--- config.mk ---
export PLATFORM = sky130hd
export DESIGN_NAME = bridge_error_status_pm_capability
export DESIGN_NICKNAME = d
export VERILOG_FILES = /design/src/bridge_serr_pm_pkg.sv /design/src/bridge_error_status_pm_capability.sv
export SDC_FILE = /design/constraint.sdc
export NUM_CORES = 1
export LEC_CHECK = 0
export BUFFER_PORTS_ARGS = -buffer_cell sky130_fd_sc_hd__buf_2
export CAP_MARGIN = 20
export CORE_ASPECT_RATIO = 1.1
export CORE_MARGIN = 3
export CORE_UTILIZATION = 34
export DETAILED_ROUTE_END_ITERATION = 12
export MAX_ROUTING_LAYER = met4
export PLACE_DENSITY_LB_ADDON = 0.3
export SYNTH_ARGS = -nofsm -noshare
export SYNTH_HDL_FRONTEND = slang
export SYNTH_SLANG_ARGS = --single-unit
--- constraint.sdc ---
create_clock -name clock -period 0.8 [get_ports clock]
set_input_delay 0.04 -clock clock [delete_from_list [all_inputs] [get_ports clock]]
set_output_delay 0.04 -clock clock [all_outputs]
set_load 0.01 [all_outputs]
--- src/bridge_serr_pm_pkg.sv ---
// Constants for the system-error cause flags and power management capability header
package bridge_serr_pm_pkg;

  // Configuration access geometry
  localparam int unsigned ADDR_W     = 8;
  localparam int unsigned DATA_W     = 32;
  localparam int unsigned LANE_COUNT = 4;
  localparam int unsigned LANE_W     = 8;
  localparam int unsigned DWORD_LSB  = 2;

  // Register byte addresses
  localparam logic [ADDR_W-1:0] SERR_STATUS_OFFSET = 8'h68;
  localparam logic [ADDR_W-1:0] PM_CAP_OFFSET      = 8'hDC;

  // Cause flag byte placement in its dword
  localparam int unsigned       CAUSE_COUNT      = 8;
  localparam int unsigned       SERR_FLAG_LANE   = 2;
  localparam int unsigned       SERR_FLAG_LSB    = 16;
  localparam logic [7:0]        SERR_FLAGS_RESET = 8'h00;

  // Cause index inside the flag byte
  localparam int unsigned CAUSE_ADDR_PARITY       = 0;
  localparam int unsigned CAUSE_POSTED_PARITY     = 1;
  localparam int unsigned CAUSE_POSTED_UNDELIVER  = 2;
  localparam int unsigned CAUSE_POSTED_TGT_ABORT  = 3;
  localparam int unsigned CAUSE_POSTED_MST_ABORT  = 4;
  localparam int unsigned CAUSE_DELAYED_WR_UNDELV = 5;
  localparam int unsigned CAUSE_DELAYED_RD_NODATA = 6;
  localparam int unsigned CAUSE_RETRY_TIMEOUT     = 7;

  // Event disable byte has no bit for address parity or retry timeout
  localparam logic [7:0] DISABLE_BIT_MASK = 8'h7E;

  // Capability header field positions
  localparam int unsigned CAPABILITY_IDENTIFIER_FIELD_LSB       = 0;
  localparam int unsigned LIST_LINK_LSB    = 8;
  localparam int unsigned PM_VERSION_LSB   = 16;
  localparam int unsigned WAKE_CLOCK_BIT   = 19;
  localparam int unsigned AUX_POWER_BIT    = 20;
  localparam int unsigned DEV_INIT_BIT     = 21;
  localparam int unsigned PM_RSVD_LSB      = 22;
  localparam int unsigned STATE_ONE_BIT    = 25;
  localparam int unsigned STATE_TWO_BIT    = 26;
  localparam int unsigned WAKE_SUPPORT_LSB = 27;

  // Capability header values
  localparam logic [7:0]  CAPABILITY_IDENTIFIER_FIELD_VALUE       = 8'h01;
  localparam logic [7:0]  LIST_LINK_HOTSWAP  = 8'hE4;
  localparam logic [7:0]  LIST_LINK_END      = 8'h00;
  localparam logic [2:0]  PM_VERSION_VALUE   = 3'h2;
  localparam logic [4:0]  WAKE_SUPPORT_VALUE = 5'h00;
  localparam logic [2:0]  PM_RSVD_VALUE      = 3'h0;
  localparam logic        ZERO_BIT           = 1'b0;
  localparam logic [15:0] PM_CAP_WORD_RESET  = 16'h0002;

  localparam logic [DATA_W-1:0] READ_ZERO = 32'h0000_0000;

endpackage : bridge_serr_pm_pkg

--- src/bridge_error_status_pm_capability.sv ---
// System-error cause flags and read-only power management capability header
`timescale 1ns/1ns
module bridge_error_status_pm_capability (
  input  wire logic                                     clock,
  input  wire logic                                     reset_n,
  input  wire logic                                     clockEnable,
  input  wire logic                                     cfgRead,
  input  wire logic                                     cfgWrite,
  input  wire logic [bridge_serr_pm_pkg::ADDR_W-1:0]    cfgAddr,
  input  wire logic [bridge_serr_pm_pkg::LANE_COUNT-1:0] cfgByteEnN,
  input  wire logic [bridge_serr_pm_pkg::DATA_W-1:0]    cfgWriteData,
  output logic      [bridge_serr_pm_pkg::DATA_W-1:0]    cfgReadData,
  output logic                                          cfgReadValid,
  input  wire logic [bridge_serr_pm_pkg::CAUSE_COUNT-1:0] errorEvent,
  input  wire logic [bridge_serr_pm_pkg::CAUSE_COUNT-1:0] eventDisable,
  input  wire logic                                     serrEnable,
  input  wire logic                                     hotSwapModePin,
  output logic                                          systemErrorOutN,
  output logic                                          systemErrorOe,
  output logic      [bridge_serr_pm_pkg::CAUSE_COUNT-1:0] causeFlags
);
  import bridge_serr_pm_pkg::*;

  // Dword decode, used by both the read and the write path
  function automatic logic hitsDword(input logic [ADDR_W-1:0] addr,
                                     input logic [ADDR_W-1:0] offset);
    hitsDword = (addr[ADDR_W-1:DWORD_LSB] == offset[ADDR_W-1:DWORD_LSB]);
  endfunction : hitsDword

  // Capability header word as seen by a read of its dword
  function automatic logic [DATA_W-1:0] pmHeader(input logic hotSwap);
    logic [DATA_W-1:0] word;
    word = READ_ZERO;
    word[CAPABILITY_IDENTIFIER_FIELD_LSB +: LANE_W]          = CAPABILITY_IDENTIFIER_FIELD_VALUE;
    word[LIST_LINK_LSB +: LANE_W]       = hotSwap ? LIST_LINK_HOTSWAP
                                                  : LIST_LINK_END;
    word[WAKE_SUPPORT_LSB +: 5]         = WAKE_SUPPORT_VALUE;
    word[STATE_TWO_BIT]                 = ZERO_BIT;
    word[STATE_ONE_BIT]                 = ZERO_BIT;
    word[DEV_INIT_BIT]                  = ZERO_BIT;
    word[AUX_POWER_BIT]                 = ZERO_BIT;
    word[WAKE_CLOCK_BIT]                = ZERO_BIT;
    word[PM_VERSION_LSB +: 3]           = PM_VERSION_VALUE;
    word[PM_RSVD_LSB +: 3]              = PM_RSVD_VALUE;
    pmHeader = word;
  endfunction : pmHeader

  logic [CAUSE_COUNT-1:0] flags_q;
  logic [CAUSE_COUNT-1:0] flags_d;
  logic [CAUSE_COUNT-1:0] serrCause;
  logic [CAUSE_COUNT-1:0] clearMask;
  logic [DATA_W-1:0]      readData_d;
  logic [DATA_W-1:0]      readData_q;
  logic                   readValid_q;
  logic                   serrDrive_q;
  logic                   serrDriveN_q;
  logic                   hotSwapMeta_q;
  logic                   hotSwap_q;
  logic                   flagLaneWrite;

  // Mode strap comes from a board pin, so it is synchronised before use
  always_ff @(posedge clock or negedge reset_n) begin
    if (!reset_n) begin
      hotSwapMeta_q <= 1'b0;
      hotSwap_q     <= 1'b0;
    end else if (clockEnable) begin
      hotSwapMeta_q <= hotSwapModePin;
      hotSwap_q     <= hotSwapMeta_q;
    end
  end

  // An event counts only if the bridge actually raises the error output for it
  always_comb begin
    serrCause = errorEvent & ~(eventDisable & DISABLE_BIT_MASK) & {CAUSE_COUNT{serrEnable}};
  end

  // Write-one-to-clear, only through the flag byte lane
  always_comb begin
    flagLaneWrite = cfgWrite && hitsDword(cfgAddr, SERR_STATUS_OFFSET)
                    && !cfgByteEnN[SERR_FLAG_LANE];
    clearMask     = flagLaneWrite ? cfgWriteData[SERR_FLAG_LSB +: CAUSE_COUNT]
                                  : SERR_FLAGS_RESET;
  end

  // A new cause wins over a clear landing on the same edge
  genvar gi;
  generate
    for (gi = 0; gi < CAUSE_COUNT; gi++) begin : gFlag
      always_comb begin
        flags_d[gi] = serrCause[gi] | (flags_q[gi] & ~clearMask[gi]);
      end
    end
  endgenerate

  always_ff @(posedge clock or negedge reset_n) begin
    if (!reset_n) begin
      flags_q <= SERR_FLAGS_RESET;
    end else if (clockEnable) begin
      flags_q <= flags_d;
    end
  end

  // Open-drain error output: low one cycle per qualifying event
  always_ff @(posedge clock or negedge reset_n) begin
    if (!reset_n) begin
      serrDrive_q <= 1'b0;
      serrDriveN_q <= 1'b1;
    end else if (clockEnable) begin
      serrDrive_q <= |serrCause;
      serrDriveN_q <= ~|serrCause;
    end
  end

  // Read mux; capability dword is read-only so writes there fall away
  always_comb begin
    readData_d = READ_ZERO;
    if (hitsDword(cfgAddr, SERR_STATUS_OFFSET)) begin
      readData_d[SERR_FLAG_LSB +: CAUSE_COUNT] = flags_q;
    end else if (hitsDword(cfgAddr, PM_CAP_OFFSET)) begin
      readData_d = pmHeader(hotSwap_q);
    end
  end

  always_ff @(posedge clock or negedge reset_n) begin
    if (!reset_n) begin
      readData_q  <= READ_ZERO;
      readValid_q <= 1'b0;
    end else if (clockEnable) begin
      readValid_q <= cfgRead;
      if (cfgRead) begin
        readData_q <= readData_d;
      end
    end
  end

  assign cfgReadData     = readData_q;
  assign cfgReadValid    = readValid_q;
  assign systemErrorOutN = serrDriveN_q;
  assign systemErrorOe   = serrDrive_q;
  assign causeFlags      = flags_q;

  logic readPm;
  logic readSt;
  assign readPm = clockEnable && cfgRead && hitsDword(cfgAddr, PM_CAP_OFFSET);
  assign readSt = clockEnable && cfgRead && hitsDword(cfgAddr, SERR_STATUS_OFFSET);
  logic readOther;
  assign readOther = clockEnable && cfgRead && !hitsDword(cfgAddr, SERR_STATUS_OFFSET)
                     && !hitsDword(cfgAddr, PM_CAP_OFFSET);
endmodule : bridge_error_status_pm_capability

-- Yosys cells after proc, flatten, opt, wreduce, memory -nomap -nowiden
Cells that the tools add are included.
- register bits after elaboration: 45
- output and inout port bits: 43
- logic and storage cells: 47
- equality and inequality tests: 2
- multiplexer cells: 5
- bitwise operators: 27
- reduce and logical (&&, ||, !) cells: 6
- operators with widths (cell ; count):
    $mux W8 ; 3
    $mux W18 ; 1
    $and A8 B8 Y8 ; 2
    $mux W16 ; 1
    $and A1 B1 Y1 ; 8
    $not A1 Y1 ; 8
    $not A7 Y8 ; 1
    $or A1 B1 Y1 ; 8
    $reduce_or A8 Y1 ; 1
    $eq A6 B5 Y1 const B ; 1
    $eq A6 B6 Y1 const B ; 1
    $logic_and A1 B1 Y1 ; 2
    $logic_not A1 Y1 ; 2
    $reduce_and A2 Y1 ; 1

-- Depth between registers and ports, before layout
- word-level depth: 7
- mapped depth: 6

-- Worst setup path before layout
OpenSTA, ideal clock, no wires.
- path type: input to register
- start: input port clockEnable
- end: register serrDrive_q (netlist: systemErrorOe)
- library setup time: 139 ps
- arrival: 715 ps
- required time: 661 ps
- slack: -53 ps
- cell stages on the path: 6
- buffers on the path: 3
- path through: buf_4 and2_4 buf_6 buf_6 a21oi_1 a21oi_1
- RTL lines (what ; line ; source):
    from (decl) ; bridge_error_status_pm_capability.sv:6 ; input wire logic clockEnable,
    to (signal assigned) ; bridge_error_status_pm_capability.sv:109 ; serrDrive_q <= |serrCause;
    to (decl) ; bridge_error_status_pm_capability.sv:55 ; logic serrDrive_q;

-- Worst setup path after layout
- start: register serrDriveN_q (netlist: systemErrorOutN)
- end: output port systemErrorOutN
- RTL lines (what ; line ; source):
    from (decl) ; bridge_error_status_pm_capability.sv:56 ; logic serrDriveN_q;
    from (signal assigned) ; bridge_error_status_pm_capability.sv:110 ; serrDriveN_q <= ~|serrCause;
    to (decl) ; bridge_error_status_pm_capability.sv:18 ; output logic systemErrorOutN,
No word-level cell between the ends.

==> metrics.yaml <==
critical_path:
  r2r_setup_slack_ns: -0.02
  rr_startpoint: "causeFlags[7]"
  crit_required_ns: 0.76
  crit_buf_inv: 1
  crit_chain: "buf_6"
  cp_max_fo: 2
  critPathKind: "flop to output port"
  cp-end-kind: "output port"
  worstReg2RegEnd: "causeFlags[7]"
  cp.arrival_ns: 0.96
  cpMaxStageDelayCell: "dfstp_2"
  ff2ff_path_depth: 3
  critPathTopFamily: "flip-flops"
  cpPeakStageDelay_ns: 0.56
  worstSetupStartpointType: "flop"
cts:
  cts_sinks: 23
  htree_levels: 1
  cts_buffer_depth: 2
  clk-insertion-delay-late_ns: 0.31
  clkTransAtPathRegs_ns: 0.12
  cts_tree: "built"
  cts-buffers-inserted: 3
  clock-root-buffer: "clkbuf_4"
worst_hold_path:
  hold_path_depth: 3
  min_from: "clockEnable"
  min_to: "systemErrorOutN"
  hp-class: "primary input to flop"
sta:
  clock_skew_ns: 0.00503
  fmax_mhz: 998
  setup_ws_ns: -0.202
  hold_viol: 0
  setup_viol: 29
  finalCriticalPeriod_ns: 1.00
  tns_ns: -2.69
  post-route-period-util: 1.25
  maxSlewViolCount: 0
  rsz0062_at_grt: "true"
global_route:
  grt_usage: 0.151
  grt_pass1_wl_um: 5330
  gr-total-overflow: 0
  grt_antenna_before_repair: 0
  grt_pass1_vias: 1195
  grt_max_degree: 24
placement:
  place_congestion: 0.782
  dp_hpwl_um: 2410
  dp_slack_ns: -0.199
  port_buffers: 59
  place_inst: 252
  place_area_um2: 1620
synthesis:
  syn_area_um2: 1290
  ys_seq_elements: 23
  yosysTopAreaCellShare: 0.428
  syn_inst: 140
  yosysTopAreaCell: "dfrtp_1"
  synth_warnings: 0
  synth_area_per_cell_um2: 9.20
  ys_types: 26
  ys_top_cells_by_area: "dfrtp_1, buf_4, nand2_1"
  ys_seq_area_frac: 0.448
layout:
  utilization: 0.550
  multiInputGateArea_um2: 641
  regArea_um2: 577
  final_nets: 296
  layout_common_cells: "buf_2, nand2_1, dfrtp_1, buf_4, conb_1"
  fill_cells: 321
  final_common_cell: "buf_2"
  final_cells: 276
  area_delta_synth_final_pct: 49.5
  antenna_cells: 0
  drive_above_1_share: 0.522
  fin_area_um2: 1920
pwr:
  p_sw_frac: 0.287
  combPwrFrac: 0.247
  p_int_mw: 1.71
  seq_power_share: 0.526
  ir_drop_mv: 0.478
  power_density_nw_per_um2: 1240
  p_leak_nw: 0.978
  p_sw_mw: 0.688
  clkPwrFrac: 0.226
run:
  maxCapViolCount: 0
floorplanning:
  ios: 110
  dieArea_um2: 4560
  start_util: 0.368
  coreArea_um2: 3500
  die_h_um: 70.5
  dieWidth_um: 64.7
  num_rows: 22
routing:
  drt_iter0_markers: 24
  wl_per_cell_um: 11.9
  vias_per_cell: 4.39
  ant_nets: 0
  wirelength_um: 3290
  dr.pass1.iters: 4
  drc: 0
  dr_total_vias: 1211
run_status:
  outcome: "finished, violations left"
  violations: "setup timing"
## worst min-delay path: stages
cell and delay, ns:
buf_2 0.14, nor2_1 0.11, o2bb2ai_1 0.06
## metal layers
| layer | track usage | vias up | part of all wire |
|---|---|---|---|
| met2 | 0.265 | 47 | 0.53 |
| met3 | 0.0190 | 4 | 0.057 |
| met1 | 0.174 | 544 | 0.40 |
| li1 | - | 616 | - |
| met4 | 0.0610 | 0 | 0.015 |
| met5 | - | - | 0 |
## worst max path at each step
stage | startpoint | to | slack (ns) | cells past startpoint
global placement | cfgAddr[2] | causeFlags[0] | -0.18 | 5
floorplan | cfgAddr[2] | causeFlags[0] | -0.03 | 4
detailed placement | cfgAddr[2] | cfgReadData[20] | -0.20 | 5
global route | systemErrorOutN | systemErrorOutN | -0.24 | 1
CTS | systemErrorOutN | systemErrorOutN | -0.21 | 1
finish | systemErrorOutN | systemErrorOutN | -0.20 | 1
## cells in the mapped netlist
library cell and instances:
nand2_1 27, buf_4 23, dfrtp_1 22, a21oi_1 11, o21ai_0 10, and3_1 9
a31oi_1 8, nor2b_1 7, buf_6 3, mux2_2 2, nand3_1 2, nor2_1 2
a21o_1 1, and2_1 1, and2_4 1, and4b_2 1, buf_2 1, clkbuf_1 1
conb_1 1, dfstp_2 1, inv_1 1, nand3_2 1, nor4_1 1, nor4b_1 1
nor4b_4 1, o2bb2ai_1 1
## per-stage QoR
step	total power [mW]	hold WS (ns)
4_1_cts	2.34	0.0110
5_1_grt	2.53	0.0245
2_1_floorplan	1.57	-0.256
6_report	2.39	0.0286
3_5_place_dp	1.74	0.0330
3_3_place_gp	1.73	0.0310
## cell families after synthesis
kind of cell	after synthesis	synth area share
buffers and inverters	29	0.170
other	1	0.00291
AO/OA/AOI/OAI	31	0.133
AND/OR/NAND/NOR	54	0.228
flip-flops	23	0.448
multiplexers	2	0.0175
## sequential cells by signal, summed over array words and instances (netlist names)
register,cells
systemErrorOutN,1
hotSwap_q,1
hotSwapMeta_q,1
systemErrorOe,1
cfgReadData,10
causeFlags,8
cfgReadValid,1
## final cells by class
class | instances | area share
Multi-Input combinational cell | 106 | 0.333
Timing Repair Buffer | 94 | 0.320
Sequential cell | 23 | 0.300
Tap cell | 48 | 0.0312
Clock buffer | 3 | 0.0117
Clock inverter | 1 | 0.00260
Inverter | 1 | 0.00195
## power by group through the flow
stage	logic, mW	registers, mW	clock network, mW
final	0.592	1.26	0.542
after global routing	0.653	1.27	0.613
after CTS	0.541	1.25	0.547
after detailed placement	0.456	1.28	0
after global placement	0.450	1.28	0
after floorplan	0.275	1.30	0
## repair_timing
| action | CTS | global route |
|---|---|---|
| setup buffers | 13 | 5 |
| endpoints found under the hold margin | 25 | 0 |
| pin swaps | 0 | 4 |
| setup endpoints to repair | 24 | 42 |
| hold buffers | 3 | 0 |
| resized for setup | 8 | 29 |
No activity file was read; power rests on OpenSTA's default activity.
